`config.mk`:
```
export PLATFORM = sky130hd
export DESIGN_NAME = sfe_erase_seq
export DESIGN_NICKNAME = d
export VERILOG_FILES = /design/src/sfe_pkg.sv /design/src/sfe_erase_seq.sv
export SDC_FILE = /design/constraint.sdc
export NUM_CORES = 1
export LEC_CHECK = 0
export BUFFER_PORTS_ARGS = -buffer_cell sky130_fd_sc_hd__buf_2
export CAP_MARGIN = 20
export CORE_MARGIN = 1.5
export CORE_UTILIZATION = 60
export CTS_CLUSTER_DIAMETER = 50
export CTS_CLUSTER_SIZE = 16
export DETAILED_ROUTE_END_ITERATION = 8
export PLACE_DENSITY_LB_ADDON = 0.08
export SYNTH_ARGS = -nofsm -noshare
export SYNTH_HDL_FRONTEND = slang
export SYNTH_SLANG_ARGS = --single-unit
export TNS_END_PERCENT = 50
```
`constraint.sdc`:
```
create_clock -name clk_sys_in -period 6.8 [get_ports clk_sys_in]
set_input_delay 0 -clock clk_sys_in [delete_from_list [all_inputs] [get_ports clk_sys_in]]
set_output_delay 0 -clock clk_sys_in [all_outputs]
set_load 0.02 [all_outputs]
```
`src/sfe_pkg.sv`:
```
`default_nettype none
// ============================================================
// Shared constants and types of the serial flash erase sequencer
package sfe_pkg;

  // ==========================================================
  // Command encoding
  localparam logic [7:0]  SFE_OP_PAGE_ERASE   = 8'h81;
  localparam logic [7:0]  SFE_OP_BLOCK_ERASE  = 8'h50;
  localparam logic [7:0]  SFE_OP_SECTOR_ERASE = 8'h7C;
  localparam logic [31:0] SFE_CHIP_ERASE_SEQ  = 32'hC794_809A;
  localparam logic [5:0]  SFE_CMD_BITS        = 6'h20;

  // ==========================================================
  // Address field positions inside the three address bytes
  localparam int SFE_PAGE_LSB_264 = 9;
  localparam int SFE_PAGE_LSB_256 = 8;
  localparam int SFE_PAGE_W       = 11;
  localparam logic [3:0] SFE_SECTOR_SLOTS = 4'h9;

  // ==========================================================
  // Array layout in pages
  localparam logic [11:0] SFE_PAGE_COUNT_ONE  = 12'h001;
  localparam logic [11:0] SFE_BLOCK_PAGES     = 12'h008;
  localparam logic [11:0] SFE_SMALL_0B_PAGES  = 12'h0F8;
  localparam logic [11:0] SFE_SECTOR_PAGES    = 12'h100;
  localparam logic [10:0] SFE_SMALL_0B_FIRST  = 11'h008;

  // ==========================================================
  // Timing: erase times in microseconds, clock period in ns
  localparam int SFE_CLK_PERIOD_NS        = 50;
  localparam int SFE_CLK_PER_US           = 1000 / SFE_CLK_PERIOD_NS;
  localparam int SFE_PAGE_ERASE_TIME_US   = 32'h0000_61A8;
  localparam int SFE_BLOCK_ERASE_TIME_US  = 32'h0001_1170;
  localparam int SFE_SECTOR_ERASE_TIME_US = 32'h001E_8480;
  localparam int SFE_CHIP_ERASE_TIME_US   = 32'h007A_1200;

  // ==========================================================
  // Types
  typedef enum logic [2:0] {
    SFE_ST_IDLE,
    SFE_ST_CHIP_WALK,
    SFE_ST_WAIT
  } sfe_state_e;

  typedef struct packed {
    logic [10:0] first_page;
    logic [11:0] page_count;
  } sfe_req_s;

endpackage : sfe_pkg
`default_nettype wire

```
`src/sfe_erase_seq.sv`:
```
`timescale 1ns/100ps
`default_nettype none
module sfe_erase_seq #(
  parameter int PAGE_ERASE_CYCLES   = sfe_pkg::SFE_PAGE_ERASE_TIME_US * sfe_pkg::SFE_CLK_PER_US,
  parameter int BLOCK_ERASE_CYCLES  = sfe_pkg::SFE_BLOCK_ERASE_TIME_US * sfe_pkg::SFE_CLK_PER_US,
  parameter int SECTOR_ERASE_CYCLES = sfe_pkg::SFE_SECTOR_ERASE_TIME_US * sfe_pkg::SFE_CLK_PER_US,
  parameter int CHIP_ERASE_CYCLES   = sfe_pkg::SFE_CHIP_ERASE_TIME_US * sfe_pkg::SFE_CLK_PER_US
) (
  input  wire logic             clk_sys_in,
  input  wire logic             rst_b_in,
  input  wire logic             sck_in,
  input  wire logic             cs_b_in,
  input  wire logic             si_in,
  input  wire logic             wp_b_in,
  input  wire logic             page_256_in,
  input  wire logic [8:0]       sector_protect_in,
  input  wire logic [8:0]       sector_lock_in,
  input  wire logic             erase_fail_in,
  output var  sfe_pkg::sfe_req_s erase_req_out,
  output var  logic             erase_go_out,
  output var  logic             busy_out,
  output var  logic             erase_program_error_flag_out,
  output var  logic             protect_active_out
);
  import sfe_pkg::*;
  // ==========================================================
  // Pin synchronisers: bit 0 sck, 1 cs_b, 2 si, 3 wp_b
  logic [3:0] sync1_q;
  logic [3:0] sync2_q;
  logic [3:0] sync3_q;

  // Third stage only feeds edge detection, never the first stage
  always_ff @(posedge clk_sys_in or negedge rst_b_in) begin
    if (!rst_b_in) begin
      sync1_q <= 4'hA;
      sync2_q <= 4'hA;
      sync3_q <= 4'hA;
    end else begin
      sync1_q <= {wp_b_in, si_in, cs_b_in, sck_in};
      sync2_q <= sync1_q;
      sync3_q <= sync2_q;
    end
  end

  logic sck_rise;
  logic cs_fall;
  logic cs_rise;
  logic cs_low;

  // Edges of the slow link clock and chip select
  assign sck_rise = sync2_q[0] & ~sync3_q[0];
  assign cs_fall  = ~sync2_q[1] & sync3_q[1];
  assign cs_rise  = sync2_q[1] & ~sync3_q[1];
  assign cs_low   = ~sync2_q[1];

  // ==========================================================
  // Serial receive: first 32 bits of a frame, rest dropped
  logic [31:0] shift_q;
  logic [31:0] shift_d;
  logic [5:0]  nbits_q;
  logic [5:0]  nbits_d;

  always_comb begin
    shift_d = shift_q;
    nbits_d = nbits_q;
    if (cs_fall) begin
      shift_d = 32'h0000_0000;
      nbits_d = 6'h00;
    end else if (cs_low && sck_rise && nbits_q < SFE_CMD_BITS) begin
      shift_d = {shift_q[30:0], sync2_q[2]};
      nbits_d = nbits_q + 6'h01;
    end
  end

  always_ff @(posedge clk_sys_in or negedge rst_b_in) begin
    if (!rst_b_in) begin
      shift_q <= 32'h0000_0000;
      nbits_q <= 6'h00;
    end else begin
      shift_q <= shift_d;
      nbits_q <= nbits_d;
    end
  end

  // ==========================================================
  // Command decode at chip select rise
  logic [7:0]  dec_op;
  logic [23:0] dec_addr;
  logic [10:0] dec_page;
  logic        dec_full;
  logic        dec_chip;
  logic        dec_page_op;
  logic        dec_block_op;
  logic        dec_sector_op;
  sfe_req_s    dec_req;

  assign dec_op   = shift_q[31:24];
  assign dec_addr = shift_q[23:0];
  // Binary mode page is logical address 18:8 of the 19-bit address
  assign dec_page = page_256_in ? dec_addr[SFE_PAGE_LSB_256 +: SFE_PAGE_W]
                                : dec_addr[SFE_PAGE_LSB_264 +: SFE_PAGE_W];
  // Anything short of the full opcode and address is thrown away
  assign dec_full      = (nbits_q == SFE_CMD_BITS);
  assign dec_chip      = dec_full && (shift_q == SFE_CHIP_ERASE_SEQ);
  assign dec_page_op   = dec_full && (dec_op == SFE_OP_PAGE_ERASE);
  assign dec_block_op  = dec_full && (dec_op == SFE_OP_BLOCK_ERASE);
  assign dec_sector_op = dec_full && (dec_op == SFE_OP_SECTOR_ERASE);

  // Sector slot: 0 is 0a, 1 is 0b, 2..8 are sectors 1..7
  function automatic sfe_req_s sector_req(input logic [3:0] slot);
    sfe_req_s r;
    r.first_page = 11'h000;
    r.page_count = SFE_SECTOR_PAGES;
    if (slot == 4'h0) begin
      r.page_count = SFE_BLOCK_PAGES;
    end else if (slot == 4'h1) begin
      r.first_page = SFE_SMALL_0B_FIRST;
      r.page_count = SFE_SMALL_0B_PAGES;
    end else begin
      r.first_page = {3'(slot - 4'h1), 8'h00};
    end
    return r;
  endfunction : sector_req
  logic [3:0] dec_slot;
  // Any page inside a sector picks it; top three bits zero means small sector
  always_comb begin
    if (dec_page[10:8] != 3'h0) begin
      dec_slot = {1'b0, dec_page[10:8]} + 4'h1;
    end else if (dec_page[7:3] != 5'h00) begin
      dec_slot = 4'h1;
    end else begin
      dec_slot = 4'h0;
    end
  end

  // Request shape for single-shot erases
  always_comb begin
    dec_req.first_page = dec_page;
    dec_req.page_count = SFE_PAGE_COUNT_ONE;
    if (dec_block_op) begin
      dec_req.first_page = {dec_page[10:3], 3'h0};
      dec_req.page_count = SFE_BLOCK_PAGES;
    end else if (dec_sector_op) begin
      dec_req = sector_req(dec_slot);
    end
  end

  logic launch;
  logic launch_any;
  // Frames arriving while busy are ignored, nothing is queued
  assign launch_any = cs_rise && !busy_out;
  assign launch     = launch_any && (dec_page_op || dec_block_op || dec_sector_op);

  // ==========================================================
  // Erase engine
  sfe_state_e  state_q;
  sfe_state_e  state_d;
  logic [31:0] timer_q;
  logic [31:0] timer_d;
  logic [3:0]  step_q;
  logic [3:0]  step_d;
  sfe_req_s    req_q;
  sfe_req_s    req_d;
  logic        go_q;
  logic        go_d;
  logic        busy_q;
  logic        busy_d;
  logic        epe_q;
  logic        epe_d;
  logic [8:0]  guard;

  assign guard = sector_protect_in | sector_lock_in;
  always_comb begin
    state_d = state_q;
    timer_d = timer_q;
    step_d  = step_q;
    req_d   = req_q;
    go_d    = 1'b0;
    // A failure seen while busy is sticky until the next erase starts
    epe_d   = epe_q | (busy_q & erase_fail_in);
    case (state_q)
      SFE_ST_IDLE: begin
        if (launch) begin
          req_d   = dec_req;
          go_d    = 1'b1;
          epe_d   = 1'b0;
          state_d = SFE_ST_WAIT;
          if (dec_page_op) begin
            timer_d = 32'(PAGE_ERASE_CYCLES - 1);
          end else if (dec_block_op) begin
            timer_d = 32'(BLOCK_ERASE_CYCLES - 1);
          end else begin
            timer_d = 32'(SECTOR_ERASE_CYCLES - 1);
          end
        end else if (launch_any && dec_chip) begin
          epe_d   = 1'b0;
          step_d  = 4'h0;
          state_d = SFE_ST_CHIP_WALK;
        end
      end
      SFE_ST_CHIP_WALK: begin
        // One request per open sector; guarded ones are skipped
        if (!guard[step_q]) begin
          req_d = sector_req(step_q);
          go_d  = 1'b1;
        end
        step_d = step_q + 4'h1;
        if (step_q == SFE_SECTOR_SLOTS - 4'h1) begin
          timer_d = 32'(CHIP_ERASE_CYCLES - 1);
          state_d = SFE_ST_WAIT;
        end
      end
      SFE_ST_WAIT: begin
        if (timer_q == 32'h0000_0000) begin
          state_d = SFE_ST_IDLE;
        end else begin
          timer_d = timer_q - 32'h0000_0001;
        end
      end
      default: begin
        state_d = SFE_ST_IDLE;
      end
    endcase
    busy_d = (state_d != SFE_ST_IDLE);
  end

  always_ff @(posedge clk_sys_in or negedge rst_b_in) begin
    if (!rst_b_in) begin
      state_q <= SFE_ST_IDLE;
      timer_q <= 32'h0000_0000;
      step_q  <= 4'h0;
      req_q   <= '0;
      go_q    <= 1'b0;
      busy_q  <= 1'b0;
      epe_q   <= 1'b0;
    end else begin
      state_q <= state_d;
      timer_q <= timer_d;
      step_q  <= step_d;
      req_q   <= req_d;
      go_q    <= go_d;
      busy_q  <= busy_d;
      epe_q   <= epe_d;
    end
  end

  // ==========================================================
  // Write protect: follows the pin only while no erase runs
  logic prot_q;
  logic prot_d;

  always_comb begin
    prot_d = busy_q ? prot_q : ~sync2_q[3];
  end

  always_ff @(posedge clk_sys_in or negedge rst_b_in) begin
    if (!rst_b_in) begin
      prot_q <= 1'b0;
    end else begin
      prot_q <= prot_d;
    end
  end

  assign erase_req_out                = req_q;
  assign erase_go_out                 = go_q;
  assign busy_out                     = busy_q;
  assign erase_program_error_flag_out = epe_q;
  assign protect_active_out           = prot_q;

  // ==========================================================
  // Assertions
  a_page_req_addr: assert property (@(posedge clk_sys_in) disable iff (!rst_b_in)
    launch && dec_page_op |=> go_q && req_q.first_page == $past(dec_page)
      && req_q.page_count == SFE_PAGE_COUNT_ONE)
    else $error("page erase request wrong");
  a_busy_follows_go: assert property (@(posedge clk_sys_in) disable iff (!rst_b_in)
    launch |=> busy_out [*2])
    else $error("busy not held after erase start");
  a_epe_sticky: assert property (@(posedge clk_sys_in) disable iff (!rst_b_in)
    busy_q && erase_fail_in |=> epe_q)
    else $error("error flag not set on erase failure");
  a_block_aligned: assert property (@(posedge clk_sys_in) disable iff (!rst_b_in)
    launch && dec_block_op |=> req_q.first_page[2:0] == 3'h0
      && req_q.page_count == SFE_BLOCK_PAGES
      && req_q.first_page[10:3] == $past(dec_page[10:3]))
    else $error("block request not eight aligned pages");
  a_sector_single: assert property (@(posedge clk_sys_in) disable iff (!rst_b_in)
    launch && dec_sector_op |=> go_q ##1 !go_q)
    else $error("sector erase issued more than one request");
  a_sector_decode: assert property (@(posedge clk_sys_in) disable iff (!rst_b_in)
    launch && dec_sector_op && dec_page[10:8] != 3'h0
      |=> req_q.first_page[10:8] == $past(dec_page[10:8])
      && req_q.page_count == SFE_SECTOR_PAGES)
    else $error("large sector decode wrong");
  a_chip_guard: assert property (@(posedge clk_sys_in) disable iff (!rst_b_in)
    state_q == SFE_ST_CHIP_WALK && guard[step_q] |=> !go_q)
    else $error("guarded sector erased by chip erase");
  a_chip_walk_len: assert property (@(posedge clk_sys_in) disable iff (!rst_b_in)
    state_q == SFE_ST_IDLE && launch_any && dec_chip
      |=> (state_q == SFE_ST_CHIP_WALK) [*8] ##1 state_q == SFE_ST_CHIP_WALK
      ##1 state_q == SFE_ST_WAIT)
    else $error("chip erase walk length wrong");
  a_wp_deferred: assert property (@(posedge clk_sys_in) disable iff (!rst_b_in)
    $past(busy_q) |-> $stable(protect_active_out))
    else $error("protection changed during erase");
  a_short_dropped: assert property (@(posedge clk_sys_in) disable iff (!rst_b_in)
    cs_rise && !dec_full && state_q == SFE_ST_IDLE |=> !go_q && !busy_out)
    else $error("short command started an erase");
  c_page_erase: cover property (@(posedge clk_sys_in) disable iff (!rst_b_in)
    launch && dec_page_op);
  c_sector_0b: cover property (@(posedge clk_sys_in) disable iff (!rst_b_in)
    launch && dec_sector_op && dec_slot == 4'h1);
  c_chip_skip: cover property (@(posedge clk_sys_in) disable iff (!rst_b_in)
    state_q == SFE_ST_CHIP_WALK && guard[step_q]);
  c_erase_fail: cover property (@(posedge clk_sys_in) disable iff (!rst_b_in)
    busy_q && erase_fail_in);

endmodule : sfe_erase_seq
`default_nettype wire

```
==> results.txt <==
----------------------------------------------------
[Outcome]
  Outcome ... complete, no violations

[Final layout]
  Filler cell count ... 729
  Share of cells above drive strength 1 ... 0.156
  Number of nets in the layout ... approximately 680
  Commonest non-fill, non-tap cells in the layout ... sky130_fd_sc_hd__dfrtp_1, sky130_fd_sc_hd__nand2_1, sky130_fd_sc_hd__a21oi_1
  Count of placed standard cells in the final layout, fillers left out ... roughly 760
  Area occupied by multi-input gates ... 2670 µm²
  Post-Layout Inst Area ... 6060 µm²
  FF+latch area ... between 2000 and 3000 µm²
  Post-synthesis to final-layout area growth ... 8.87%
  Antenna Cells ... 0
  Most common cell after layout, fill and taps aside ... sky130_fd_sc_hd__dfrtp_1

[Floorplanning]
  Count of pins on the block boundary ... 53
  Initial cell density of the core ... 0.630
  Die Height ... 99.4 µm
  Die boundary width ... roughly 99 µm
  Full die area ... 9870 µm²
  Core region area ... 8850 µm²
  Row Count ... 34

[Synth]
  Synth Warn # ... 0
  Post-synthesis cell area ... between 5000 and 6000 µm²
  Distinct cell type count of the synthesized netlist ... 60
  Library cell with the largest summed area after synthesis ... sky130_fd_sc_hd__dfrtp_1
  Number of standard cells after synthesis ... 612
  Asr flop ratio synth ... 1.00
  Number of flops mapped to enable cells by yosys ... 0
  Post-synthesis sequential area ratio ... 0.477
  Post-synthesis average cell area ... 9.10 µm²
  Cell types occupying the most area after synthesis ... sky130_fd_sc_hd__dfrtp_1, sky130_fd_sc_hd__nand2_1, sky130_fd_sc_hd__a21oi_1, sky130_fd_sc_hd__o21ai_0, sky130_fd_sc_hd__nor2_1
  Post-synthesis register bit count ... between 100 and 150
  Area share of the largest cell type after synthesis ... 0.454
  Flip-flop cell with the highest count after synthesis ... sky130_fd_sc_hd__dfrtp_1

[Worst setup path]
  Most prevalent standard cell on the critical path ... sky130_fd_sc_hd__a21oi_1
  Category of the worst setup path launch point ... flip-flop
  Cell class contributing the biggest share of worst-path delay ... simple AND/OR/NAND/NOR gates
  WP data required ... 7040 ps
  Library cell contributing the largest single delay on the critical path ... sky130_fd_sc_hd__and3b_1
  List of cells traversed by the critical path ... or4_4, or4_1, o31a_1, and3b_1, inv_2, a21oi_1, a21oi_1
  Setup slack, reg-to-reg ... 3010 ps
  FF-to-FF End ... timer_q[15]
  Crit path largest cell delay ... 840 ps
  Worst r2r src ... timer_q[5]
  Largest fanout of any net on the critical path ... 25
  Buffering stage count on the worst path with inverters included ... 1
  Kind of critical path ... reg2reg
  Critical path arrival ... around 4000 ps
  Worst Reg-to-Reg Cells ... 7
  Worst setup EP type ... flip-flop

[Global routing]
  First-pass GRT wire length ... 20,500 µm
  Global-route congestion overflow total ... 0
  Number of global-route vias before repair ... 4,395
  Maximum number of pins on one net before global-route repair ... 87
  Aggregate global-route resource usage ... 0.256
  Number of antenna violations at the first check in global routing ... 0

[Routing]
  Overall routed net length ... 12,100 µm
  Initial detailed-routing violation count ... 263
  Avg Vias per Cell ... 6.08
  Antenna Violating Nets Remaining ... 0
  TritonRoute pass-1 iters ... 4
  Routed wirelength normalized by instance count ... about 16 µm
  Overall via count from detail_route ... around 4,600
  DRC viols ... 0

[Clocking]
  H-Tree Depth ... 3
  Number of buffers created by CTS ... 9
  Insertion delay of the later-clocked pin in the worst-skew pair ... 380 ps
  Post-CTS clock slew at the launch and capture registers of the worst setup and hold paths ... 100 ps
  Clock tree from TritonCTS ... done
  Maximum buffer depth of the clock tree ... 2
  Root Driver ... sky130_fd_sc_hd__clkbuf_8
  Post-cts gate resize count ... 0
  Clock tree sinks ... 106

[Job]
  MaxCap Viol Count ... 0

[STA]
  Total Negative Setup Slacks ... 0 ps
  RSZ-0062 raised after global routing ... false
  Clock skew ... 16.4 ps
  Slew HR ... 0.345
  WHS ... 33.1 ps
  Transition time at the pin with the least slew margin ... between 900 and 1000 ps
  Max-slew violation total from the final report ... 0
  Ratio of final minimum period to clock period ... 0.557
  Maximum clock frequency ... between 200 and 300 MHz
  Endpoints failing hold ... 0
  Minimum period implied by the final worst setup slack ... 3790 ps
  Final worst slack ... 3010 ps
  Final setup violation count ... 0

[Power and ir drop]
  Internal ... 0.799 mW
  Total power divided by cell area ... approximately 180 nW/µm²
  Switching share of power ... 0.254
  Logic gate share of total power ... 0.047
  Power share of the clock group ... 0.351
  Leak Pwr ... 2.79 nW
  Proportion of power drawn by flip-flops and latches ... 0.602
  Power spent charging and discharging nets ... 0.271 mW
  Peak supply drop ... 0.125 mV

[Placed design]
  Total placed instance area ... 5800 µm²
  Number of port buffers ... 47
  Instance count after placement with tap cells included ... 734
  Worst Setup Slack post-DPL ... 3100 ps
  Routability congestion estimate ... 0.873
  Hpwl dp ... 8070 µm

[Worst hold path]
  Worst hold path class ... in2async

----------------------------------------------------
metrics by stage:
step	power, mW	util
5_1_grt	1.10	0.685
3_5_place_dp	0.704	0.656
2_1_floorplan	0.681	-
4_1_cts	1.08	0.683
6_report	1.07	0.685
3_3_place_gp	0.703	0.656
timing repair:
item	CTS	global route
hold buffers	6	0
buffers inserted	0	0
hold endpoints to repair	25	0
cell type report:
class                      instances  share of cell area
timing repair buffer              59              0.0586
sequential                       106               0.438
inverter                          17              0.0105
tap                              108              0.0223
clock buffer                      10              0.0210
clock inverter                     6             0.00908
multi-input combinational        451               0.440
metal layers:
metal | GRT usage | up-vias | part of all wire
met5 | 0 | - | 0
met4 | 0.0791 | 0 | 0.019
met3 | 0.0450 | 19 | 0.039
met2 | 0.417 | 98 | 0.49
met1 | 0.353 | 2254 | 0.45
li1 | - | 2232 | -
cells in the mapped netlist, types with 3 or more instances:
cell type,instances
sky130_fd_sc_hd__a21oi_1,67
sky130_fd_sc_hd__nor4b_1,4
sky130_fd_sc_hd__inv_1,16
sky130_fd_sc_hd__dfstp_2,5
sky130_fd_sc_hd__o2bb2ai_1,4
sky130_fd_sc_hd__nand4_1,4
sky130_fd_sc_hd__a31oi_1,9
sky130_fd_sc_hd__nand2b_1,5
sky130_fd_sc_hd__nand2_1,100
sky130_fd_sc_hd__or3_1,6
sky130_fd_sc_hd__xnor2_1,3
sky130_fd_sc_hd__or4_1,4
sky130_fd_sc_hd__nor4_1,10
sky130_fd_sc_hd__buf_2,5
sky130_fd_sc_hd__buf_4,9
sky130_fd_sc_hd__xor2_1,9
sky130_fd_sc_hd__nand4b_1,8
sky130_fd_sc_hd__dfrtp_1,101
sky130_fd_sc_hd__nor4bb_1,6
sky130_fd_sc_hd__nor2b_1,3
sky130_fd_sc_hd__nand3_1,10
sky130_fd_sc_hd__mux2i_1,15
sky130_fd_sc_hd__nor3_1,21
sky130_fd_sc_hd__clkbuf_1,26
sky130_fd_sc_hd__or4b_2,3
sky130_fd_sc_hd__and2_1,3
sky130_fd_sc_hd__o21ai_0,40
sky130_fd_sc_hd__o31ai_1,8
sky130_fd_sc_hd__nor2_1,43
sky130_fd_sc_hd__mux2_2,13
sky130_fd_sc_hd__ha_1,9
how the worst max path moves through the flow:
| stage | depth (start not counted) | end | start | slack [ps] |
|---|---|---|---|---|
| after floorplan | 10 | timer_q[24] | timer_q[0] | 4070 |
| after global placement | 7 | timer_q[8] | timer_q[6] | 3230 |
| after detailed placement | 6 | timer_q[10] | timer_q[5] | 3100 |
| after CTS | 6 | timer_q[10] | timer_q[5] | 3080 |
| after global routing | 7 | timer_q[15] | timer_q[5] | 2730 |
| final | 7 | timer_q[15] | timer_q[5] | 3010 |
power by group through the flow:
| stage | Clock, mW | Sequential, mW | Combinational (mW) |
|---|---|---|---|
| 6_report | 0.376 | 0.644 | 0.0505 |
| 5_1_grt | 0.400 | 0.646 | 0.0584 |
| 4_1_cts | 0.385 | 0.644 | 0.0503 |
| 3_5_place_dp | 0 | 0.657 | 0.0476 |
| 3_3_place_gp | 0 | 0.656 | 0.0465 |
| 2_1_floorplan | 0 | 0.655 | 0.0254 |
sequential cells by signal, indices dropped and copies added (netlist names):
| signal | cells |
|---|---|
| sync3_q | 2 |
| protect_active_out | 1 |
| erase_req_out | 15 |
| erase_go_out | 1 |
| shift_q | 32 |
| timer_q | 32 |
| nbits_q | 6 |
| busy_out | 1 |
| state_q | 3 |
| step_q | 4 |
| sync2_q | 4 |
| erase_program_error_flag_out | 1 |
| sync1_q | 4 |
cell families (layout without fill, tap and decap cells):
kind of cell / Yosys count / count (layout) / synth area share
buffers and inverters: 60 / 92 / 0.0503
DFF: 106 / 106 / 0.477
other: 1 / 6 / 0.000673
adders and majority gates: 9 / 9 / 0.0202
muxes: 28 / 28 / 0.0532
AOI/OAI and AO/OA: 150 / 150 / 0.156
xor gates and xnor gates: 12 / 12 / 0.0189
and+or+nand+nor: 246 / 246 / 0.223
Power figures use the tool's default switching activity.
